===== config.mk =====
export PLATFORM = sky130hd
export DESIGN_NAME = rtcp_top
export DESIGN_NICKNAME = d
export VERILOG_FILES = /design/src/core/rtcp_pkg.sv /design/src/core/rtcp_ps_if.sv /design/src/core/rtcp_prescaler.sv /design/src/core/rtcp_top.sv
export SDC_FILE = /design/constraint.sdc
export NUM_CORES = 1
export LEC_CHECK = 0
export BUFFER_PORTS_ARGS = -buffer_cell sky130_fd_sc_hd__buf_2
export CAP_MARGIN = 20
export CORE_MARGIN = 5
export CORE_UTILIZATION = 50
export DETAILED_ROUTE_END_ITERATION = 12
export GPL_ROUTABILITY_DRIVEN = 0
export PLACE_DENSITY = 0.79
export SLEW_MARGIN = 20
export SYNTH_ARGS = -nofsm -noshare
export SYNTH_HDL_FRONTEND = slang
export SYNTH_HIERARCHICAL = 1
export SYNTH_SLANG_ARGS = --single-unit
export TNS_END_PERCENT = 5

===== constraint.sdc =====
create_clock -name clk -period 3.01 [get_ports clk]
set_input_delay 0.301 -clock clk [delete_from_list [all_inputs] [get_ports clk]]
set_output_delay 0.301 -clock clk [all_outputs]
set_load 0.1 [all_outputs]

===== src/core/rtcp_pkg.sv =====
// Constants, types and helpers of the clock prescale and vector block
// Function
// - Alarm day bit 7 enables that field
// - BCD tens 5-4, units 3-0, bit 6 zero
// - Control bits 15-5 read zero, ignore writes
// - Timer 0 interval code selects divide 2..256
// - Timer 1 has same interval field encoding
// - Timer 0 bit 1 gates its interrupt; here it gates only the vector source, irq ignores it
// - Bit 0 flag set by interval event, writable
// - Timer 1 enable also enables deep wake-up
// - Timer 1 flag usable as wake-up event
// - Settings retained while deep sleep lock holds; only interval and wake enable are held, vector gating uses live enable
// - Timer 0 count readable and writable, 8 bits
// - Timer 1 count readable and writable, 8 bits
// - Vector resets zero, zero when none pending
// - Vector codes 02h..0Ch, ready highest priority
// - Smallest pending code reported, 0Ch lowest
package rtcp_pkg;
    localparam int unsigned CLK_HZ = 125_000_000;
    localparam int unsigned TICK_HZ = 1_000_000;
    localparam int unsigned TICK_CYC = CLK_HZ / TICK_HZ;
    localparam logic [7:0] TICK_LAST = 8'(TICK_CYC - 1);

    localparam logic [7:0] OFS_ALARM = 8'h00;
    localparam logic [7:0] OFS_CTL [2] = '{8'h04, 8'h08};
    localparam logic [7:0] OFS_CNT [2] = '{8'h0c, 8'h10};
    localparam logic [7:0] OFS_VEC = 8'h14;
    localparam logic [7:0] OFS_STAT = 8'h18;
    localparam logic [7:0] OFS_MASK = 8'h1c;

    localparam int ALARM_EN_BIT = 7;
    localparam int ALARM_DAY_MSB = 5;
    localparam int CTL_IVL_LSB = 2;
    localparam int CTL_IVL_MSB = 4;
    localparam int CTL_IE_BIT = 1;
    localparam int CTL_FLAG_BIT = 0;

    localparam logic [5:0] ALARM_DAY_RST = 6'h00;
    localparam logic [2:0] IVL_RST = 3'h0;
    localparam logic [7:0] CNT_RST = 8'h00;
    localparam logic [1:0] STAT_RST = 2'h0;

    localparam int NSRC = 6;
    localparam int SRC_PS0 = 3;
    localparam int SRC_PS1 = 4;
    localparam logic [15:0] VEC_NONE = 16'h0000;
    localparam logic [15:0] VEC_CODE [NSRC] = '{16'h0002, 16'h0004,
        16'h0006, 16'h0008, 16'h000a, 16'h000c};
    localparam logic [15:0] VEC_RESERVED = 16'h000e;

    typedef enum logic [1:0] {
        ST_IDLE = 2'b01,
        ST_ACK = 2'b10
    } rtcp_apb_state_t;

    // Low bits that must all be one for an interval event
    function automatic logic [7:0] rtcp_ivl_mask(input logic [2:0] sel);
        logic [15:0] m;
        m = (16'h0002 << sel) - 16'h0001;
        return m[7:0];
    endfunction
endpackage


===== src/core/rtcp_ps_if.sv =====
// Link between the register block and one prescale counter
interface rtcp_ps_if;
    logic tick;
    logic [2:0] interval;
    logic load;
    logic [7:0] load_value;
    logic [7:0] count;
    logic interval_event;
    modport timer (input tick, interval, load, load_value,
                   output count, interval_event);
    modport ctrl (output tick, interval, load, load_value,
                  input count, interval_event);
endinterface


===== src/core/rtcp_prescaler.sv =====
// One 8-bit prescale counter with interval event
module rtcp_prescaler (
    input wire logic clk,
    input wire logic reset_n,
    rtcp_ps_if.timer ps
);
    import rtcp_pkg::*;

    logic [7:0] count;
    logic [7:0] next_count;
    wire [7:0] ivl_mask = rtcp_ivl_mask(ps.interval);

    assign next_count = ps.load ? ps.load_value :
                        ps.tick ? count + 8'h01 : count;
    assign ps.interval_event = ps.tick && !ps.load &&
                               ((count & ivl_mask) == ivl_mask);
    assign ps.count = count;

    always_ff @(posedge clk or negedge reset_n) begin
        if (!reset_n) begin
            count <= CNT_RST;
        end else begin
            count <= next_count;
        end
    end
endmodule


===== src/core/rtcp_top.sv =====
// Prescale timers, day alarm and interrupt vector behind APB
//
// Chosen here: the address map and the APB slave port.
module rtcp_top (
    input wire logic clk,
    input wire logic reset_n,
    input wire logic psel,
    input wire logic penable,
    input wire logic pwrite,
    input wire logic [7:0] paddr,
    input wire logic [31:0] pwdata,
    output logic [31:0] prdata,
    output logic pready,
    output logic pslverr,
    input wire logic clock_ready_flag,
    input wire logic interval_timer_flag,
    input wire logic user_alarm_flag,
    input wire logic osc_failure_flag,
    input wire logic deep_sleep_io_lock,
    input wire logic deep_sleep_exit,
    output logic [3:0] ext_flag_clear,
    output logic alarm_field_enable,
    output logic [5:0] alarm_day_value,
    output logic deep_sleep_wake,
    output logic irq
);
    import rtcp_pkg::*;

    rtcp_apb_state_t state;
    rtcp_apb_state_t next_state;
    logic [7:0] tick_cnt;
    logic tick;
    logic [2:0] ctl_ivl [2];
    logic ctl_ie [2];
    logic flag [2];
    logic [2:0] held_ivl [2];
    logic held_ie [2];
    logic [1:0] status;
    logic [1:0] mask;
    logic vec_valid_q;
    logic [2:0] vec_idx_q;

    rtcp_ps_if ps_bus [2] ();

    // Address map check, used by the error logic only
    function automatic logic addr_hit(input logic [7:0] a);
        return a == OFS_ALARM || a == OFS_CTL[0] || a == OFS_CTL[1] ||
               a == OFS_CNT[0] || a == OFS_CNT[1] || a == OFS_VEC ||
               a == OFS_STAT || a == OFS_MASK;
    endfunction

    // Lowest index pending wins, so smallest code
    function automatic logic [3:0] pick_src(input logic [NSRC-1:0] p);
        logic [3:0] r;
        r = 4'h0;
        for (int k = NSRC - 1; k >= 0; k--) begin
            if (p[k]) begin
                r = {1'b1, 3'(k)};
            end
        end
        return r;
    endfunction

    wire access = psel && penable;
    wire done = (state == ST_ACK) && access;
    wire wr_done = done && pwrite;
    wire rd_done = done && !pwrite;
    wire wr_alarm = wr_done && (paddr == OFS_ALARM);
    wire wr_stat = wr_done && (paddr == OFS_STAT);
    wire wr_mask = wr_done && (paddr == OFS_MASK);
    wire rd_vec = rd_done && (paddr == OFS_VEC);

    wire [2:0] eff_ivl [2];
    wire eff_ie [2];
    wire ev [2];
    wire wr_ctl [2];
    wire vec_clr [2];
    wire [31:0] rd_ctl [2];
    wire [31:0] rd_cnt [2];

    // Source order: ready first, oscillator last
    wire [NSRC-1:0] pend = {osc_failure_flag,
                            flag[1] && ctl_ie[1],
                            flag[0] && ctl_ie[0],
                            user_alarm_flag,
                            interval_timer_flag,
                            clock_ready_flag};
    wire [3:0] pick = pick_src(pend);
    wire vec_valid = pick[3];
    wire [2:0] vec_idx = pick[2:0];
    wire [15:0] vec_word = vec_valid ? VEC_CODE[vec_idx] : VEC_NONE;
    wire vec_take = rd_vec && vec_valid_q;

    wire [31:0] rd_alarm = {24'h000000, alarm_field_enable, 1'b0,
                            alarm_day_value};
    wire [31:0] rd_word =
        (paddr == OFS_ALARM) ? rd_alarm :
        (paddr == OFS_CTL[0]) ? rd_ctl[0] :
        (paddr == OFS_CTL[1]) ? rd_ctl[1] :
        (paddr == OFS_CNT[0]) ? rd_cnt[0] :
        (paddr == OFS_CNT[1]) ? rd_cnt[1] :
        (paddr == OFS_VEC) ? {16'h0000, vec_word} :
        (paddr == OFS_STAT) ? {30'h0, status} :
        (paddr == OFS_MASK) ? {30'h0, mask} : 32'h00000000;

    wire [1:0] ev_bits = {ev[1], ev[0]};
    // Set beats the one-write clear
    wire [1:0] next_status = ev_bits | (status & ~(wr_stat ?
                             pwdata[1:0] : 2'h0));
    wire [3:0] next_ext_clear = vec_take ? {vec_idx_q == 3'h5,
                                            vec_idx_q == 3'h2,
                                            vec_idx_q == 3'h1,
                                            vec_idx_q == 3'h0} : 4'h0;

    assign next_state = (state == ST_IDLE && access) ? ST_ACK : ST_IDLE;

    genvar i;
    generate
        for (i = 0; i < 2; i++) begin : g_ps
            // Frozen copy used while lock holds
            assign eff_ivl[i] = deep_sleep_io_lock ? held_ivl[i] :
                                ctl_ivl[i];
            assign eff_ie[i] = deep_sleep_io_lock ? held_ie[i] :
                               ctl_ie[i];
            assign wr_ctl[i] = wr_done && (paddr == OFS_CTL[i]);
            // Read of vector clears reported flag
            assign vec_clr[i] = vec_take &&
                                (vec_idx_q == 3'(SRC_PS0 + i));
            assign rd_ctl[i] = {27'h0000000, ctl_ivl[i], ctl_ie[i],
                                flag[i]};
            assign rd_cnt[i] = {24'h000000, ps_bus[i].count};
            assign ev[i] = ps_bus[i].interval_event;
            assign ps_bus[i].interval = eff_ivl[i];
            assign ps_bus[i].tick = tick;
            assign ps_bus[i].load = wr_done && (paddr == OFS_CNT[i]);
            assign ps_bus[i].load_value = pwdata[7:0];

            rtcp_prescaler u_ps (
                .clk(clk),
                .reset_n(reset_n),
                .ps(ps_bus[i])
            );

            always_ff @(posedge clk or negedge reset_n) begin
                if (!reset_n) begin
                    ctl_ivl[i] <= IVL_RST;
                    ctl_ie[i] <= 1'b0;
                end else if (deep_sleep_exit) begin
                    ctl_ivl[i] <= IVL_RST;
                    ctl_ie[i] <= 1'b0;
                end else if (wr_ctl[i]) begin
                    ctl_ivl[i] <= pwdata[CTL_IVL_MSB:CTL_IVL_LSB];
                    ctl_ie[i] <= pwdata[CTL_IE_BIT];
                end
            end

            // Event sets, wins over any clear
            always_ff @(posedge clk or negedge reset_n) begin
                if (!reset_n) begin
                    flag[i] <= 1'b0;
                end else if (ev[i]) begin
                    flag[i] <= 1'b1;
                end else if (wr_ctl[i]) begin
                    flag[i] <= pwdata[CTL_FLAG_BIT];
                end else if (vec_clr[i] || deep_sleep_exit) begin
                    flag[i] <= 1'b0;
                end
            end

            always_ff @(posedge clk or negedge reset_n) begin
                if (!reset_n) begin
                    held_ivl[i] <= IVL_RST;
                    held_ie[i] <= 1'b0;
                end else if (!deep_sleep_io_lock) begin
                    held_ivl[i] <= ctl_ivl[i];
                    held_ie[i] <= ctl_ie[i];
                end
            end
        end
    endgenerate

    // Common time base for both counters
    always_ff @(posedge clk or negedge reset_n) begin
        if (!reset_n) begin
            tick_cnt <= 8'h00;
            tick <= 1'b0;
        end else begin
            tick <= (tick_cnt == TICK_LAST);
            tick_cnt <= (tick_cnt == TICK_LAST) ? 8'h00 :
                        tick_cnt + 8'h01;
        end
    end

    // One wait state keeps all bus outputs registered
    always_ff @(posedge clk or negedge reset_n) begin
        if (!reset_n) begin
            state <= ST_IDLE;
            pready <= 1'b0;
            prdata <= 32'h00000000;
            pslverr <= 1'b0;
            vec_valid_q <= 1'b0;
            vec_idx_q <= 3'h0;
        end else begin
            state <= next_state;
            pready <= (next_state == ST_ACK);
            pslverr <= (next_state == ST_ACK) && !addr_hit(paddr);
            if (next_state == ST_ACK) begin
                prdata <= pwrite ? 32'h00000000 : rd_word;
                vec_valid_q <= vec_valid;
                vec_idx_q <= vec_idx;
            end
        end
    end

    // Alarm field enable and BCD day kept
    always_ff @(posedge clk or negedge reset_n) begin
        if (!reset_n) begin
            alarm_field_enable <= 1'b0;
            alarm_day_value <= ALARM_DAY_RST;
        end else if (wr_alarm) begin
            alarm_field_enable <= pwdata[ALARM_EN_BIT];
            alarm_day_value <= pwdata[ALARM_DAY_MSB:0];
        end
    end

    // Sticky status, mask gates the level output
    always_ff @(posedge clk or negedge reset_n) begin
        if (!reset_n) begin
            status <= STAT_RST;
            mask <= STAT_RST;
            irq <= 1'b0;
            ext_flag_clear <= 4'h0;
            deep_sleep_wake <= 1'b0;
        end else begin
            status <= next_status;
            if (wr_mask) begin
                mask <= pwdata[1:0];
            end
            irq <= |(status & mask);
            ext_flag_clear <= next_ext_clear;
            // Timer 1 flag is the wake event
            deep_sleep_wake <= flag[1] && eff_ie[1];
        end
    end
endmodule


; After elaboration in Yosys (flattened, before gate mapping)
; Memories as Yosys holds them, arrays and structs flattened.
; Index checks and enable logic that the tools add are counted.
[op_classes]
n_addsub = 5
n_shift = 2
reduce_logical = 46
n_lt_le_gt_ge = 1
bitwise = 7
muxes = 43
eq_ne = 18
[op_table]
columns = operator, count
row1 = 16-bit two-way mux, 10
row2 = 8-bit two-way mux, 5
row3 = 8-bit by 5-bit == test with 1-bit output (second input constant), 4
row4 = 4-bit two-way mux, 7
row5 = 8-bit by 1-bit adder with 8-bit output (second input constant), 3
row6 = 1-bit logical AND, 24
row7 = 3-bit two-way mux, 6
row8 = 8-bit AND, 2
row9 = 8-bit by 4-bit == test with 1-bit output (second input constant), 2
row10 = 8-bit == test, 2
row11 = 2-bit by 3-bit left shift with 8-bit output (first input constant), 2
row12 = 8-bit by 1-bit subtractor with 8-bit output (second input constant), 2
row13 = 1-bit two-way mux, 11
row14 = 1-bit logical OR, 9
row15 = 8-bit by 3-bit == test with 1-bit output (second input constant), 1
row16 = 8-bit by 7-bit == test with 1-bit output (second input constant), 1
row17 = 8-bit logical NOT, 1
row18 = 2-bit two-way mux, 4
row19 = 2-bit nonzero test, 4
row20 = 3-bit by 2-bit == test with 1-bit output (second input constant), 2
row21 = 3-bit == test (second input constant), 2
row22 = 3-bit nonzero test, 2
row23 = 2-bit AND, 2
row24 = 2-bit == test (second input constant), 2
row25 = 9 further kinds, 12
[totals]
output_inout_bits = 47
reg_bits = 99
romBits = 128
in_bits = 51
n_memories = 1
[memory_table]
columns = name, depth, width, rd, rd_clocked_by_memory_dff, write_ports, line_no
row1 = (name not given), 8, 16, 1, 0, 0, rtcp_top.sv:91  ; wire [15:0] vec_word = vec_valid ? VEC_CODE[vec_idx] : VEC_NONE;

; Longest topological paths before layout
[depth]
word_depth = 18
mapped_depth = 12
ltp_nobuf = 10

; By module
; The synthesis kept the hierarchy.
[by_module_without_submodules]
columns = module, instances, area_per_inst_um2, seq_area_each_um2, cells_each
row1 = rtcp_top, 1, 3010.4, 1452.6, 282
row2 = rtcp_prescaler, 2, 588.1, 200.2, 68

; Worst setup path before layout
; OpenSTA, ideal clock, no wires.
[synth_path]
path_type = in2reg
from = input deep_sleep_io_lock
to = register flag[1] in the netlist's numbering
required_time_ns = 2.884
path_slack_ns = 0.268
n_path_buf = 2
setup_ns = 0.126
cell_stages = 10
arrival_time_ns = 2.616
cell_sequence = clkbuf_1 -> mux2_2 -> buf_6 -> or3_4 -> ha_1 -> nand4bb_1 -> o21ai_1 -> a2111oi_2 -> a2111oi_2 -> a221o_1
[synth_via]
elab_chain_cells = 7
elab_cells_between_ends = 8
classes_between = add/sub: 1 / eq/ne: 1 / shift: 1 / mux: 2 / bitwise: 1 / reduce/logical: 2
[synth_lines]
columns = element, line_no
row1 = "start, declared", rtcp_top.sv:19  ; input wire logic deep_sleep_io_lock,
row2 = 3-bit two-way mux *, rtcp_top.sv:121  ; assign eff_ivl[i] = deep_sleep_io_lock ? held_ivl[i] :
row3 = named net ps_bus[0].interval[2], rtcp_ps_if.sv:4  ; logic [2:0] interval;
row4 = 2-bit by 3-bit left shift with 8-bit output *, rtcp_pkg.sv:59  ; m = (16'h0002 << sel) - 16'h0001;
row5 = 8-bit by 1-bit subtractor with 8-bit output *, rtcp_pkg.sv:59
row6 = 8-bit AND, rtcp_prescaler.sv:16  ; ((count & ivl_mask) == ivl_mask);
row7 = 8-bit == test *, rtcp_prescaler.sv:16
row8 = 1-bit logical AND *, rtcp_prescaler.sv:15  ; assign ps.interval_event = ps.tick && !ps.load &&
row9 = named net ps_bus[0].interval_event, rtcp_ps_if.sv:8  ; logic interval_event;
row10 = 3-bit nonzero test (no source line) or 1-bit two-way mux (tied branches), --
row11 = "end signal, assigned by index", rtcp_top.sv:164  ; flag[i] <= pwdata[CTL_FLAG_BIT];
row12 = "end, declared", rtcp_top.sv:35  ; logic flag [2];
; Mark *: on every way through the listed nets, which the timed path passes. The rest lies on a longest branch.
; A chain may end at the register's enable or synchronous reset.

; Final worst setup path
[layout_path]
from = register ctl_ivl[4] in the netlist's numbering
to = register flag[1] in the netlist's numbering
[layout_via]
elab_chain_cells = 7
elab_cells_between_ends = 8
classes_between = add/sub: 1 / eq/ne: 1 / shift: 1 / mux: 2 / bitwise: 1 / reduce/logical: 2
[layout_lines]
columns = element, line_no
row1 = "start, declared", rtcp_top.sv:33  ; logic [2:0] ctl_ivl [2];
row2 = "start signal, assigned by index", rtcp_top.sv:152  ; ctl_ivl[i] <= pwdata[CTL_IVL_MSB:CTL_IVL_LSB];
row3 = 3-bit two-way mux *, rtcp_top.sv:121
row4 = named net ps_bus[0].interval[1], rtcp_ps_if.sv:4
row5 = 2-bit by 3-bit left shift with 8-bit output *, rtcp_pkg.sv:59
row6 = 8-bit by 1-bit subtractor with 8-bit output *, rtcp_pkg.sv:59
row7 = 8-bit AND, rtcp_prescaler.sv:16
row8 = 8-bit == test *, rtcp_prescaler.sv:16
row9 = 1-bit logical AND *, rtcp_prescaler.sv:15
row10 = named net ps_bus[0].interval_event, rtcp_ps_if.sv:8
row11 = 3-bit nonzero test (no source line) or 1-bit two-way mux (tied branches), --
; Marked as above.

==> qor.txt <==
top_reg_cell synth = dfrtp_1
core area = 8180 um^2
CP dominant cell by count = a2111oi_2
largest net degree at the start of global routing = 30
Core Util, Final = 0.577
drt pass-1 iters = 5
reg2reg end = flag[1]
worst reg-to-reg path cell count = 8
final hold vios = 0
Crit path largest cell delay = 540 ps
Clock Power Share = 0.443
setup bufs post-CTS = 0
async set-reset flop share out of synthesis = 1.00
io pins = 98
TNS Setup = 0 ps
# port buffers = 49
max-slew violations = 0
initial antenna violation count = 0
WP depth = 8
Worst R2R Start = ctl_ivl[4]
area delta synth->final = 12.7%
mean post-synth cell area = 10.0 um^2
crit-path cells = mux2_2 -> or3_4 -> ha_1 -> or2_0 -> a21oi_1 -> a2111oi_2 -> a2111oi_2 -> a221o_1
Reg power frac = 0.434
Setup crit end = flag[1]
vias in the first global route = 3,300
Clock Path Buffers = 2
post-route ant nets = 0
Final setup viols = 0
Worst Path Buf+Inv = 0
dominant cell type by area after synthesis = dfrtp_1
Mapped Area = 4190 um^2
crit share post-route = 0.900
number of flops mapped to enable cells by yosys = 0
cells after synthesis = 418
CP endpoint kind = flop
clock sink count = 74
CP required = 3320 ps
CTS tree = built
clk_skew = 14.4 ps
first-pass GRT wire length = 16.5 mm
pwr/cell area = 495 nW/um^2
sequential area share after synthesis = 0.443
worst slew pin tran = 684 ps
Die X-Extent = 102 um
Switching Share = 0.279
DP Area = 4440 um^2
CTS buffer count = 9
status = finished, final reports clean
drt via density = 5.79
CTS H-tree depth = 3
largest cells by area after synthesis = dfrtp_1 44%, buf_4 4.3%, nand2_1 4.1%
min-delay worst type = input port to flop
clk slew on worst S/H paths = 90 ps
Clk Latency, worst-skew pair = 370 ps
share of cells above drive strength 1 = 0.224
Leak Pwr = 2.13 nW
vias = 3,348
CTS root buffer = clkbuf_8
GRT overflow = 0
final instance area = 4720 um^2
Net Sw Power = 0.653 mW
Setup crit start = ctl_ivl[4]
Resized cells post-CTS = 0
Worst R2R Setup Slack = 300 ps
Routed WL = 10.2 mm
Die ar. = 10,300 um^2
Slew HR = 0.543
DR iter-0 viols = 249
Total Routing Usage GR = 0.208
RSZ-0062 raised after global routing = no
DIE HEIGHT = 102 um
ANT cells = 0
initial core utilization = 0.512
kind of critical path = flop to flop
Final min period = 2710 ps
crit path DAT = 3020 ps
worst-path maximum fanout = 9
flops & latches, synth = 74
Worst setup SP type = flop
Internal = 1.68 mW
combinational fraction of design power = 0.123
DP HPWL = 7.31 mm
Ys Warns = 6
drt wl/cell = 17.6 um
critical path's top delay family = compound AO/OA/AOI/OAI gates
Final #Nets = 526
row count = 33
Synth cell types = 68
VDD IR max = 0.243 mV
post-synth top area share = 0.436
DRC = 0
FMAX = 369 MHz
Max stage delay cell, worst path = a2111oi_2
max-cap violation count = 0
[kinds of logic (layout without fill, tap and decap cells)]
family,Yosys count,in the layout,share of synthesized area
fa+ha+maj,7,7,0.0209
mux,34,34,0.0906
flops,74,74,0.443
compound gates,89,89,0.144
xor+xnor,21,21,0.0439
other cells,1,24,0.000896
buf+inv,53,85,0.0735
simple gates,139,139,0.184
[tightest hold or removal path: stages]
cell and delay, ps:
buf_2 90, nand2_1 40, o21ai_0 50
[placed cells by master, fill, tap and decap left out, drive strengths merged, types with 4 or more instances in the layout]
| master | count |
|---|---|
| xnor2 | 5 |
| a21o | 4 |
| clkbuf | 9 |
| buf | 57 |
| inv | 10 |
| mux2 | 21 |
| o31ai | 4 |
| ha | 7 |
| o21ai | 30 |
| xor2 | 16 |
| a22oi | 4 |
| nor2 | 28 |
| a21oi | 18 |
| nand2 | 46 |
| nand3 | 11 |
| bufinv | 4 |
| mux2i | 12 |
| nor3 | 7 |
| conb | 24 |
| dfrtp | 73 |
| a2111oi | 5 |
| nand4 | 10 |
| and3 | 7 |
[power by group through the flow]
stage                     logic, mW  clock network (mW)  registers [mW]
after floorplan               0.217                   0            1.05
after global placement        0.281                   0            1.03
after detailed placement      0.283                   0            1.03
after CTS                     0.285                1.04            1.02
after global routing          0.302                1.09            1.02
final                         0.287                1.03            1.02
[per-layer routing]
layer,GRT usage,part of all wire,vias up
li1,-,-,1560
met1,0.279,0.42,1590
met2,0.321,0.46,175
met3,0.0489,0.099,23
met4,0.0900,0.023,0
met5,0,0,-
[Yosys cell counts (all sizes together) (4+ instances only)]
cell,number
buf,31
o31ai,4
a21oi,18
nand4,10
nand2,46
a21o,4
nand3,11
nor3,7
mux2i,12
inv,10
xnor2,5
a2111oi,5
and3,7
o21ai,30
a22oi,4
nor2,28
mux2,21
xor2,16
dfrtp,73
ha,7
clkbuf,11
[worst min-delay path by stage]
stage,cells past startpoint,slack (ps),startpoint,endpoint
global route,3,180,pwdata[6],g_ps[0].u_ps/ps.count[6]
floorplan,0,5,reset_n,alarm_day_value[0]
finish,3,160,pwdata[6],g_ps[0].u_ps/ps.count[6]
CTS,3,150,pwdata[6],g_ps[0].u_ps/ps.count[6]
detailed placement,1,350,reset_n,ext_flag_clear[0]
global placement,1,340,reset_n,ext_flag_clear[2]
[through the flow]
stage                     setup slack (ps)  cells  power [mW]  hold WS (ps)
after floorplan                        268    441        1.27          5.41
after global placement                 189    561        1.31           344
after detailed placement               108    561        1.32           346
after CTS                              317    578        2.34           150
after global routing                   213    578        2.41           175
final                                  300    578        2.34           162
[state kept, by name, indices dropped and copies added, names as in the netlist, 2 cells and up]
signal,flops
g_ps.u_ps/ps.count,16
prdata,8
tick_cnt,8
alarm_day_value,6
ctl_ivl,6
held_ivl,6
ext_flag_clear,4
vec_idx_q,3
ctl_ie,2
flag,2
mask,2
status,2
[final cells by class]
type | instances | area [um^2]
Clock inverter | 7 | 141
Multi-Input combinational cell | 314 | 2110
Inverter | 11 | 41.3
Tap cell | 105 | 131
Sequential cell | 74 | 1850
Timing Repair Buffer | 58 | 315
Fill cell | 742 | 3460
Clock buffer | 9 | 124
[repair_timing]
item | in CTS | in global routing
hold endpoints to repair | 26 | 0
hold buffers | 1 | 0
endpoints found under the setup margin | 0 | 0
Power figures use the tool's default switching activity.
